$ cat config.mk
export PLATFORM = sky130hd
export DESIGN_NAME = imv_mask_vector
export DESIGN_NICKNAME = d
export VERILOG_FILES = /design/src/include/imv_pkg.sv /design/src/design/imv_mask_vector.sv /design/src/design/imv_prio_enc.sv
export SDC_FILE = /design/constraint.sdc
export NUM_CORES = 1
export LEC_CHECK = 0
export CAP_MARGIN = 20
export CELL_PAD_IN_SITES_DETAIL_PLACEMENT = 1
export CELL_PAD_IN_SITES_GLOBAL_PLACEMENT = 1
export CORE_ASPECT_RATIO = 0.75
export CORE_MARGIN = 4
export CORE_UTILIZATION = 30
export DETAILED_ROUTE_END_ITERATION = 8
export DONT_BUFFER_PORTS = 1
export GPL_TIMING_DRIVEN = 1
export PLACE_DENSITY_LB_ADDON = 0.05
export REMOVE_ABC_BUFFERS = 1
export SLEW_MARGIN = 15
export SYNTH_ARGS = -nofsm -noshare
export SYNTH_HDL_FRONTEND = slang
export SYNTH_SLANG_ARGS = --single-unit
$ cat constraint.sdc
create_clock -name sys_clk -period 2.1 [get_ports sys_clk]
set_input_delay 0.105 -clock sys_clk [delete_from_list [all_inputs] [get_ports sys_clk]]
set_output_delay 0.105 -clock sys_clk [all_outputs]
set_load 0.01 [all_outputs]
$ cat src/include/imv_pkg.sv
// constants, field layout and bus carrier for the interrupt mask and vector unit
package imv_pkg;

   localparam int unsigned IMV_DW      = 8;
   localparam int unsigned IMV_AW      = 8;
   localparam int unsigned IMV_GRP     = 8;
   localparam int unsigned IMV_NSRC    = 16;
   localparam int unsigned IMV_IDXW    = 4;
   localparam int unsigned IMV_NEV     = 3;

   // register byte offsets
   localparam logic [7:0] IMV_OFS_MASK_USB_TIMER = 8'hDF;
   localparam logic [7:0] IMV_OFS_MASK_PERIPH    = 8'hE0;
   localparam logic [7:0] IMV_OFS_SOFT_EN        = 8'hE1;
   localparam logic [7:0] IMV_OFS_VEC_CLEAR      = 8'hE2;
   localparam logic [7:0] IMV_OFS_POST_PERIPH    = 8'hD0;
   localparam logic [7:0] IMV_OFS_POST_USB_TIMER = 8'hD1;
   localparam logic [7:0] IMV_OFS_EVT_STATUS     = 8'hE8;
   localparam logic [7:0] IMV_OFS_EVT_CLEAR      = 8'hE9;
   localparam logic [7:0] IMV_OFS_EVT_ENABLE     = 8'hEA;

   // reset values and unmapped read data
   localparam logic [7:0] IMV_RST_MASK    = 8'h00;
   localparam logic [7:0] IMV_RST_REG     = 8'h00;
   localparam logic [7:0] IMV_RD_IDLE     = 8'h00;
   localparam logic [7:0] IMV_RD_UNMAPPED = 8'h00;

   // peripheral group: source index = bit of int_mask_peripheral
   localparam int unsigned IMV_B_VMON     = 0;
   localparam int unsigned IMV_B_ANALOG   = 1;
   localparam int unsigned IMV_B_TOUCH    = 2;   // touch_sense_source
   localparam int unsigned IMV_B_TIMER0   = 3;
   localparam int unsigned IMV_B_GPIO     = 4;
   localparam int unsigned IMV_B_SPI      = 5;
   localparam int unsigned IMV_B_SLEEP    = 6;
   localparam int unsigned IMV_B_I2C      = 7;
   // usb/timer group: source index = IMV_GRP + bit of int_mask_usb_timer
   localparam int unsigned IMV_B_TIMER1   = 0;
   localparam int unsigned IMV_B_TIMER2   = 1;
   localparam int unsigned IMV_B_USB_RST  = 2;
   localparam int unsigned IMV_B_USB_SOF  = 3;
   localparam int unsigned IMV_B_USB_EP0  = 4;   // usb_ep_zero_source, ep1..ep3 follow

   localparam int unsigned IMV_SOFT_EN_BIT = 0;

   // vector codes: (source index + 1) * step, none pending reads as zero
   localparam logic [7:0] IMV_VEC_STEP = 8'h04;
   localparam logic [7:0] IMV_VEC_NONE = 8'h00;

   // event status bits
   localparam int unsigned IMV_EV_NEW_PEND  = 0;
   localparam int unsigned IMV_EV_FLUSH     = 1;
   localparam int unsigned IMV_EV_SOFT_POST = 2;

   typedef struct packed {
      logic [IMV_AW-1:0] addr;
      logic [IMV_DW-1:0] wdata;
      logic              wr;
      logic              rd;
   } imv_bus_req_t;

endpackage : imv_pkg

$ cat src/design/imv_mask_vector.sv
// interrupt mask, software post and vector clear unit
`timescale 1ns/1ns
`default_nettype none

module imv_mask_vector
   import imv_pkg::*;
(
   input  wire logic                 sys_clk,
   input  wire logic                 reset_n,
   input  wire imv_bus_req_t         bus_req,
   output logic [IMV_DW-1:0]         rd_data,
   input  wire logic [IMV_NSRC-1:0]  src_post,
   output logic                      cpu_int_req,
   output logic                      irq
);

   ////////////////////////////////////////////////////////////////////////////
   // address decode

   logic                 wr_mask_ut;
   logic                 wr_mask_pe;
   logic                 wr_soft_en;
   logic                 wr_vec;
   logic                 wr_post_pe;
   logic                 wr_post_ut;
   logic                 wr_evt_clr;
   logic                 wr_evt_en;

   assign wr_mask_ut = bus_req.wr && (bus_req.addr == IMV_OFS_MASK_USB_TIMER);
   assign wr_mask_pe = bus_req.wr && (bus_req.addr == IMV_OFS_MASK_PERIPH);
   assign wr_soft_en = bus_req.wr && (bus_req.addr == IMV_OFS_SOFT_EN);
   assign wr_vec     = bus_req.wr && (bus_req.addr == IMV_OFS_VEC_CLEAR);
   assign wr_post_pe = bus_req.wr && (bus_req.addr == IMV_OFS_POST_PERIPH);
   assign wr_post_ut = bus_req.wr && (bus_req.addr == IMV_OFS_POST_USB_TIMER);
   assign wr_evt_clr = bus_req.wr && (bus_req.addr == IMV_OFS_EVT_CLEAR);
   assign wr_evt_en  = bus_req.wr && (bus_req.addr == IMV_OFS_EVT_ENABLE);

   ////////////////////////////////////////////////////////////////////////////
   // control registers

   logic [IMV_GRP-1:0]   mask_ut_q;
   logic [IMV_GRP-1:0]   mask_pe_q;
   logic                 soft_en_q;
   logic [IMV_NEV-1:0]   evt_en_q;
   logic [IMV_NEV-1:0]   evt_en_d;

   assign evt_en_d = wr_evt_en ? bus_req.wdata[IMV_NEV-1:0] : evt_en_q;

   always_ff @(posedge sys_clk) begin
      if (!reset_n) begin
         mask_ut_q <= IMV_RST_MASK;
         mask_pe_q <= IMV_RST_MASK;
         soft_en_q <= 1'b0;
         evt_en_q  <= IMV_NEV'(IMV_RST_REG);
      end else begin
         if (wr_mask_ut) mask_ut_q <= bus_req.wdata;
         if (wr_mask_pe) mask_pe_q <= bus_req.wdata;
         // upper bits are not stored, so a careless write cannot enable anything
         if (wr_soft_en) soft_en_q <= bus_req.wdata[IMV_SOFT_EN_BIT];
         evt_en_q  <= evt_en_d;
      end
   end

   ////////////////////////////////////////////////////////////////////////////
   // posted flags and pending state

   logic [IMV_NSRC-1:0]  mask_all;
   logic [IMV_NSRC-1:0]  post_sel;
   logic [IMV_NSRC-1:0]  post_data;
   logic [IMV_NSRC-1:0]  sw_post;
   logic [IMV_NSRC-1:0]  sw_clr;
   logic [IMV_NSRC-1:0]  posted_d;
   logic [IMV_NSRC-1:0]  posted_q;
   logic [IMV_NSRC-1:0]  pend;

   assign mask_all  = {mask_ut_q, mask_pe_q};
   assign post_sel  = {{IMV_GRP{wr_post_ut}}, {IMV_GRP{wr_post_pe}}};
   assign post_data = {bus_req.wdata, bus_req.wdata};
   assign sw_post   = post_sel & post_data & {IMV_NSRC{soft_en_q}};
   assign sw_clr    = post_sel & ~post_data & {IMV_NSRC{~soft_en_q}};

   // a post in the same cycle as any clear wins, so no event is dropped
   for (genvar i = 0; i < IMV_NSRC; i++) begin : g_src
      assign posted_d[i] = (src_post[i] || sw_post[i]) ? 1'b1 :
                           (wr_vec || sw_clr[i])       ? 1'b0 :
                           posted_q[i];
   end

   always_ff @(posedge sys_clk) begin
      if (!reset_n) begin
         posted_q <= '0;
      end else begin
         posted_q <= posted_d;
      end
   end

   // kept combinational so a vector flush empties pending with the posted flags
   assign pend = posted_q & mask_all;

   ////////////////////////////////////////////////////////////////////////////
   // vector

   logic                 pend_valid;
   logic [IMV_IDXW-1:0]  pend_idx;
   logic [IMV_DW-1:0]    vec_code;

   imv_prio_enc #(
      .N  (IMV_NSRC),
      .IW (IMV_IDXW)
   ) u_prio (
      .req   (pend),
      .valid (pend_valid),
      .idx   (pend_idx)
   );

   assign vec_code = pend_valid ?
                     IMV_DW'((IMV_DW'(pend_idx) + IMV_DW'(1)) * IMV_VEC_STEP) :
                     IMV_VEC_NONE;

   ////////////////////////////////////////////////////////////////////////////
   // events and interrupt output

   logic [IMV_NSRC-1:0]  pend_prev_q;
   logic [IMV_NEV-1:0]   evt_set;
   logic [IMV_NEV-1:0]   evt_clr;
   logic [IMV_NEV-1:0]   evt_status_q;
   logic [IMV_NEV-1:0]   evt_status_d;

   assign evt_set[IMV_EV_NEW_PEND]  = |(pend & ~pend_prev_q);
   assign evt_set[IMV_EV_FLUSH]     = wr_vec;
   assign evt_set[IMV_EV_SOFT_POST] = |sw_post;
   assign evt_clr = wr_evt_clr ? bus_req.wdata[IMV_NEV-1:0] : '0;
   // a set in the same cycle as its clear wins
   assign evt_status_d = (evt_status_q & ~evt_clr) | evt_set;

   always_ff @(posedge sys_clk) begin
      if (!reset_n) begin
         pend_prev_q  <= '0;
         evt_status_q <= '0;
         irq          <= 1'b0;
         cpu_int_req  <= 1'b0;
      end else begin
         pend_prev_q  <= pend;
         evt_status_q <= evt_status_d;
         // built from next-state values so irq tracks the enabled status with no lag
         irq          <= |(evt_status_d & evt_en_d);
         cpu_int_req  <= pend_valid;
      end
   end

   ////////////////////////////////////////////////////////////////////////////
   // read path: data valid only in the cycle after the read strobe

   logic [IMV_DW-1:0]    rd_mux;

   assign rd_mux =
      (bus_req.addr == IMV_OFS_MASK_USB_TIMER) ? mask_ut_q :
      (bus_req.addr == IMV_OFS_MASK_PERIPH)    ? mask_pe_q :
      (bus_req.addr == IMV_OFS_SOFT_EN)        ? IMV_DW'(soft_en_q) :
      (bus_req.addr == IMV_OFS_VEC_CLEAR)      ? vec_code :
      (bus_req.addr == IMV_OFS_POST_PERIPH)    ? posted_q[IMV_GRP-1:0] :
      (bus_req.addr == IMV_OFS_POST_USB_TIMER) ? posted_q[IMV_NSRC-1:IMV_GRP] :
      (bus_req.addr == IMV_OFS_EVT_STATUS)     ? IMV_DW'(evt_status_q) :
      (bus_req.addr == IMV_OFS_EVT_ENABLE)     ? IMV_DW'(evt_en_q) :
      IMV_RD_UNMAPPED;

   always_ff @(posedge sys_clk) begin
      if (!reset_n) begin
         rd_data <= IMV_RD_IDLE;
      end else begin
         rd_data <= bus_req.rd ? rd_mux : IMV_RD_IDLE;
      end
   end
endmodule : imv_mask_vector
`default_nettype wire

$ cat src/design/imv_prio_enc.sv
// priority encoder: lowest set request index wins
`timescale 1ns/1ns
`default_nettype none

module imv_prio_enc #(
   parameter int unsigned N  = 16,
   parameter int unsigned IW = 4
) (
   input  wire logic [N-1:0]  req,
   output logic               valid,
   output logic [IW-1:0]      idx
);

   if (N < 1 || (1 << IW) < N) begin : g_chk
      $error("imv_prio_enc: index width too small for request count");
   end

   assign valid = |req;

   // scan downward so the lowest index is the last to assign
   always_comb begin
      idx = '0;
      for (int i = N - 1; i >= 0; i--) begin
         if (req[i]) begin
            idx = IW'(i);
         end
      end
   end

endmodule : imv_prio_enc
`default_nettype wire

==> results.sh <==
export IMPL_yosysUniqueCellTypes=51
export IMPL_wirelength_mm=14.5
export IMPL_p_int_w=0.00238
export IMPL_dieArea_um2=12500
export IMPL_synth_seq_cells=65
export IMPL_row_count=32
export IMPL_synth_top_family_by_area="simple AND/OR/NAND/NOR gates"
export IMPL_hpwl_mm=9.98
export IMPL_p_comb_share_pct=8.0
export IMPL_die_height_um=97.8
export IMPL_status="completed"
export IMPL_start_kind="flop"
export IMPL_min_period_ns=1.95
export IMPL_rrSetupSlack_ns=0.15
export IMPL_slew_viol_final=0
export IMPL_coreArea_um2=10400
export IMPL_vias=3353
export IMPL_n_antenna_cell=0
export IMPL_avgViaCountPerCell=5.77
export IMPL_p_leak_nw=1.72
export IMPL_holdPathEnd="rd_data[4]$_SDFF_PN0_"
export IMPL_switching_share_pct=23.3
export IMPL_synth_top_area_share_pct=40.3
export IMPL_maxCapViolCount=0
export IMPL_finalPower_w=0.00310
export IMPL_ioPinCount=46
export IMPL_yosys_warnings=0
export IMPL_setup_viol=0
export IMPL_die_width_um=128
export IMPL_tightest_slew_ns=0.816
export IMPL_first_global_vias=3459
export IMPL_htree_num_levels=3
export IMPL_grt_setup_unrepaired="false"
export IMPL_portBuffers=0
export IMPL_skew_ns=0.00698
export IMPL_final_common_cell="dfxtp_1"
export IMPL_drive_gt1_share_pct=15.1
export IMPL_synth_area_mux_share_pct=2.33
export IMPL_grt_pass1_wl_mm=21.6
export IMPL_overflow=0
export IMPL_arrival_ns=2.18
export IMPL_p_switching_w=0.000723
export IMPL_grtUsageTotal_pct=23.5
export IMPL_tritoncts="built"
export IMPL_yosys_top_cells_area="dfxtp_1 40%, nand2_1 6.5%, a221oi_1 5.2%"
export IMPL_yosys_most_used_dff="dfxtp_1"
export IMPL_r2r_end="posted_q[8]$_SDFFE_PN0P_"
export IMPL_power_frac_clock_pct=50.3
export IMPL_ant_nets=0
export IMPL_synth_seq_area_share_pct=40.3
export IMPL_synth_compound_area_share_pct=26.5
export IMPL_yosysTopAreaCell="dfxtp_1"
export IMPL_min_from="reset_n"
export IMPL_min_path_type="in2reg"
export IMPL_globalplace_congestion=0.846
export IMPL_max_freq_mhz=513
export IMPL_synth_avg_cell_area_um2=8.62
export IMPL_nNetsFinal=477
export IMPL_cp_max_fo=7
export IMPL_synth_edf_count=0
export IMPL_finalHoldViolCount=0
export IMPL_reg2reg_depth=7
export IMPL_initial_utilization_pct=31.1
export IMPL_clkLatencyLatePin_ns=0.34
export IMPL_rr_startpoint="soft_en_q$_SDFFE_PN0P_"
export IMPL_antenna_found_initial=0
export IMPL_root_buffer="clkbuf_16"
export IMPL_cts_setup_buffers=0
export IMPL_async_flop_share_pct=0
export IMPL_required_ns=2.34
export IMPL_tns_ns=0
export IMPL_worst_setup_path_type="reg2reg"
export IMPL_grt_max_degree=59
export IMPL_routedWlPerCell_um=25.0
export IMPL_synth_simple_area_share_pct=27.5
export IMPL_area_growth_pct=32.9
export IMPL_period_share_pct=92.8
export IMPL_cts_buffers_inserted=9
export IMPL_maxSlewHeadroom_pct=45.4
export IMPL_synth_area_um2=3230
export IMPL_powerDensity_nw_per_um2=723
export IMPL_first_iter_violations=220
export IMPL_layout_common_cells="64 x dfxtp_1, 55 x nand2_1, 36 x buf_4"
export IMPL_seq_power_share_pct=41.7
export IMPL_netlist_instances=374
export IMPL_clkTransAtPathRegs_ns=0.06
export IMPL_drt_first_pass_iters=5
export IMPL_hold_path_depth=2
export IMPL_synthXorXnorAreaFrac_pct=0.272
export IMPL_clockBufferDepth=2
export IMPL_drc=0
export IMPL_yosys_area_share_adder_pct=0.388
export IMPL_vdd_drop_max_mv=0.481
export IMPL_end_kind="flop"
export IMPL_clock_sinks=65
## metrics by stage
step	hold slack (ns)	utilization (%)	area, um2	instances	worst slack, ns
3_3_place_gp	0.243	34.6	3580	529	0.131
2_1_floorplan	0.227	-	3140	357	0.215
6_report	0.0140	41.3	4290	581	0.152
3_5_place_dp	0.246	34.6	3580	529	0.0941
4_1_cts	0.00106	41.1	4260	581	0.0797
5_1_grt	0.0217	41.3	4290	581	0.0324
## area by class of cell
class	count	area, um2
multi-input cells	291	1860
fillers	1227	6080
well taps	136	170
clock buffers	12	256
inverters	1	3.75
flip-flops and latches	65	1300
clock inverters	4	51.3
repair buffers	72	641
## registers in the layout, indices dropped and copies added (netlist names)
name	cells
evt_en_q	3
cpu_int_req	1
evt_status_q	3
soft_en_q	1
mask_ut_q	8
irq	1
pend_prev_q	16
posted_q	16
mask_pe_q	8
rd_data	8
## what timing repair did
| item | in CTS | in global routing |
|---|---|---|
| endpoints found under the hold margin | 58 | 0 |
| setup endpoints to repair | 0 | 4 |
| resized for setup | 0 | 6 |
| hold buffers | 36 | 0 |
## critical path: stages (launching register included)
cell,delay (ns)
dfxtp_1,0.38
nand3_1,0.15
nor2_1,0.08
buf_4,0.18
a21o_1,0.16
a221oi_1,0.28
dlygate4sd3_1,0.59
nor2b_1,0.04
## cell usage after synthesis, drive strengths merged, types with 4 or more instances
library cell and n:
a21boi 16, a21o 15, a21oi 7, a221oi 19
a22o 4, a22oi 10, a31oi 5, a32o 4
and2 5, and3 17, buf 5, clkbuf 12
dfxtp 65, mux2 4, nand2 56, nand3 23
nand4 4, nor2 15, nor2b 22, o21ai 18
o22ai 6
## routing by layer
metal | global-route usage (%) | wire length, um | vias up
met5 | 0 | 0 | -
met2 | 34.2 | 6150 | 113
li1 | - | - | 1554
met1 | 34.1 | 7160 | 1669
met4 | 7.34 | 222 | 0
met3 | 5.58 | 1000 | 17
## cells by family after synthesis
family / Yosys count
compound gates: 116
mux: 7
fa+ha+maj: 1
simple gates: 166
flops: 65
buf+inv: 18
xor+xnor: 1
## worst max-delay path by stage
stage,endpoint,cells past startpoint,startpoint
finish,posted_q[8]$_SDFFE_PN0P_,7,soft_en_q$_SDFFE_PN0P_
global route,posted_q[1]$_SDFFE_PN0P_,5,soft_en_q$_SDFFE_PN0P_
CTS,rd_data[3]$_SDFF_PN0_,8,posted_q[13]$_SDFFE_PN0P_
detailed placement,rd_data[3]$_SDFF_PN0_,8,posted_q[13]$_SDFFE_PN0P_
global placement,irq$_SDFF_PN0_,7,posted_q[15]$_SDFFE_PN0P_
floorplan,rd_data[3]$_SDFF_PN0_,8,posted_q[13]$_SDFFE_PN0P_
## power groups by stage
stage	Sequential [W]	Combinational (W)	Clock (W)
floorplan	0.00131	0.0000828	0
detailed placement	0.00132	0.000146	0
CTS	0.00129	0.000242	0.00159
global route	0.00130	0.000264	0.00164
global placement	0.00132	0.000145	0
finish	0.00129	0.000247	0.00156
Power figures use the tool's default switching activity.
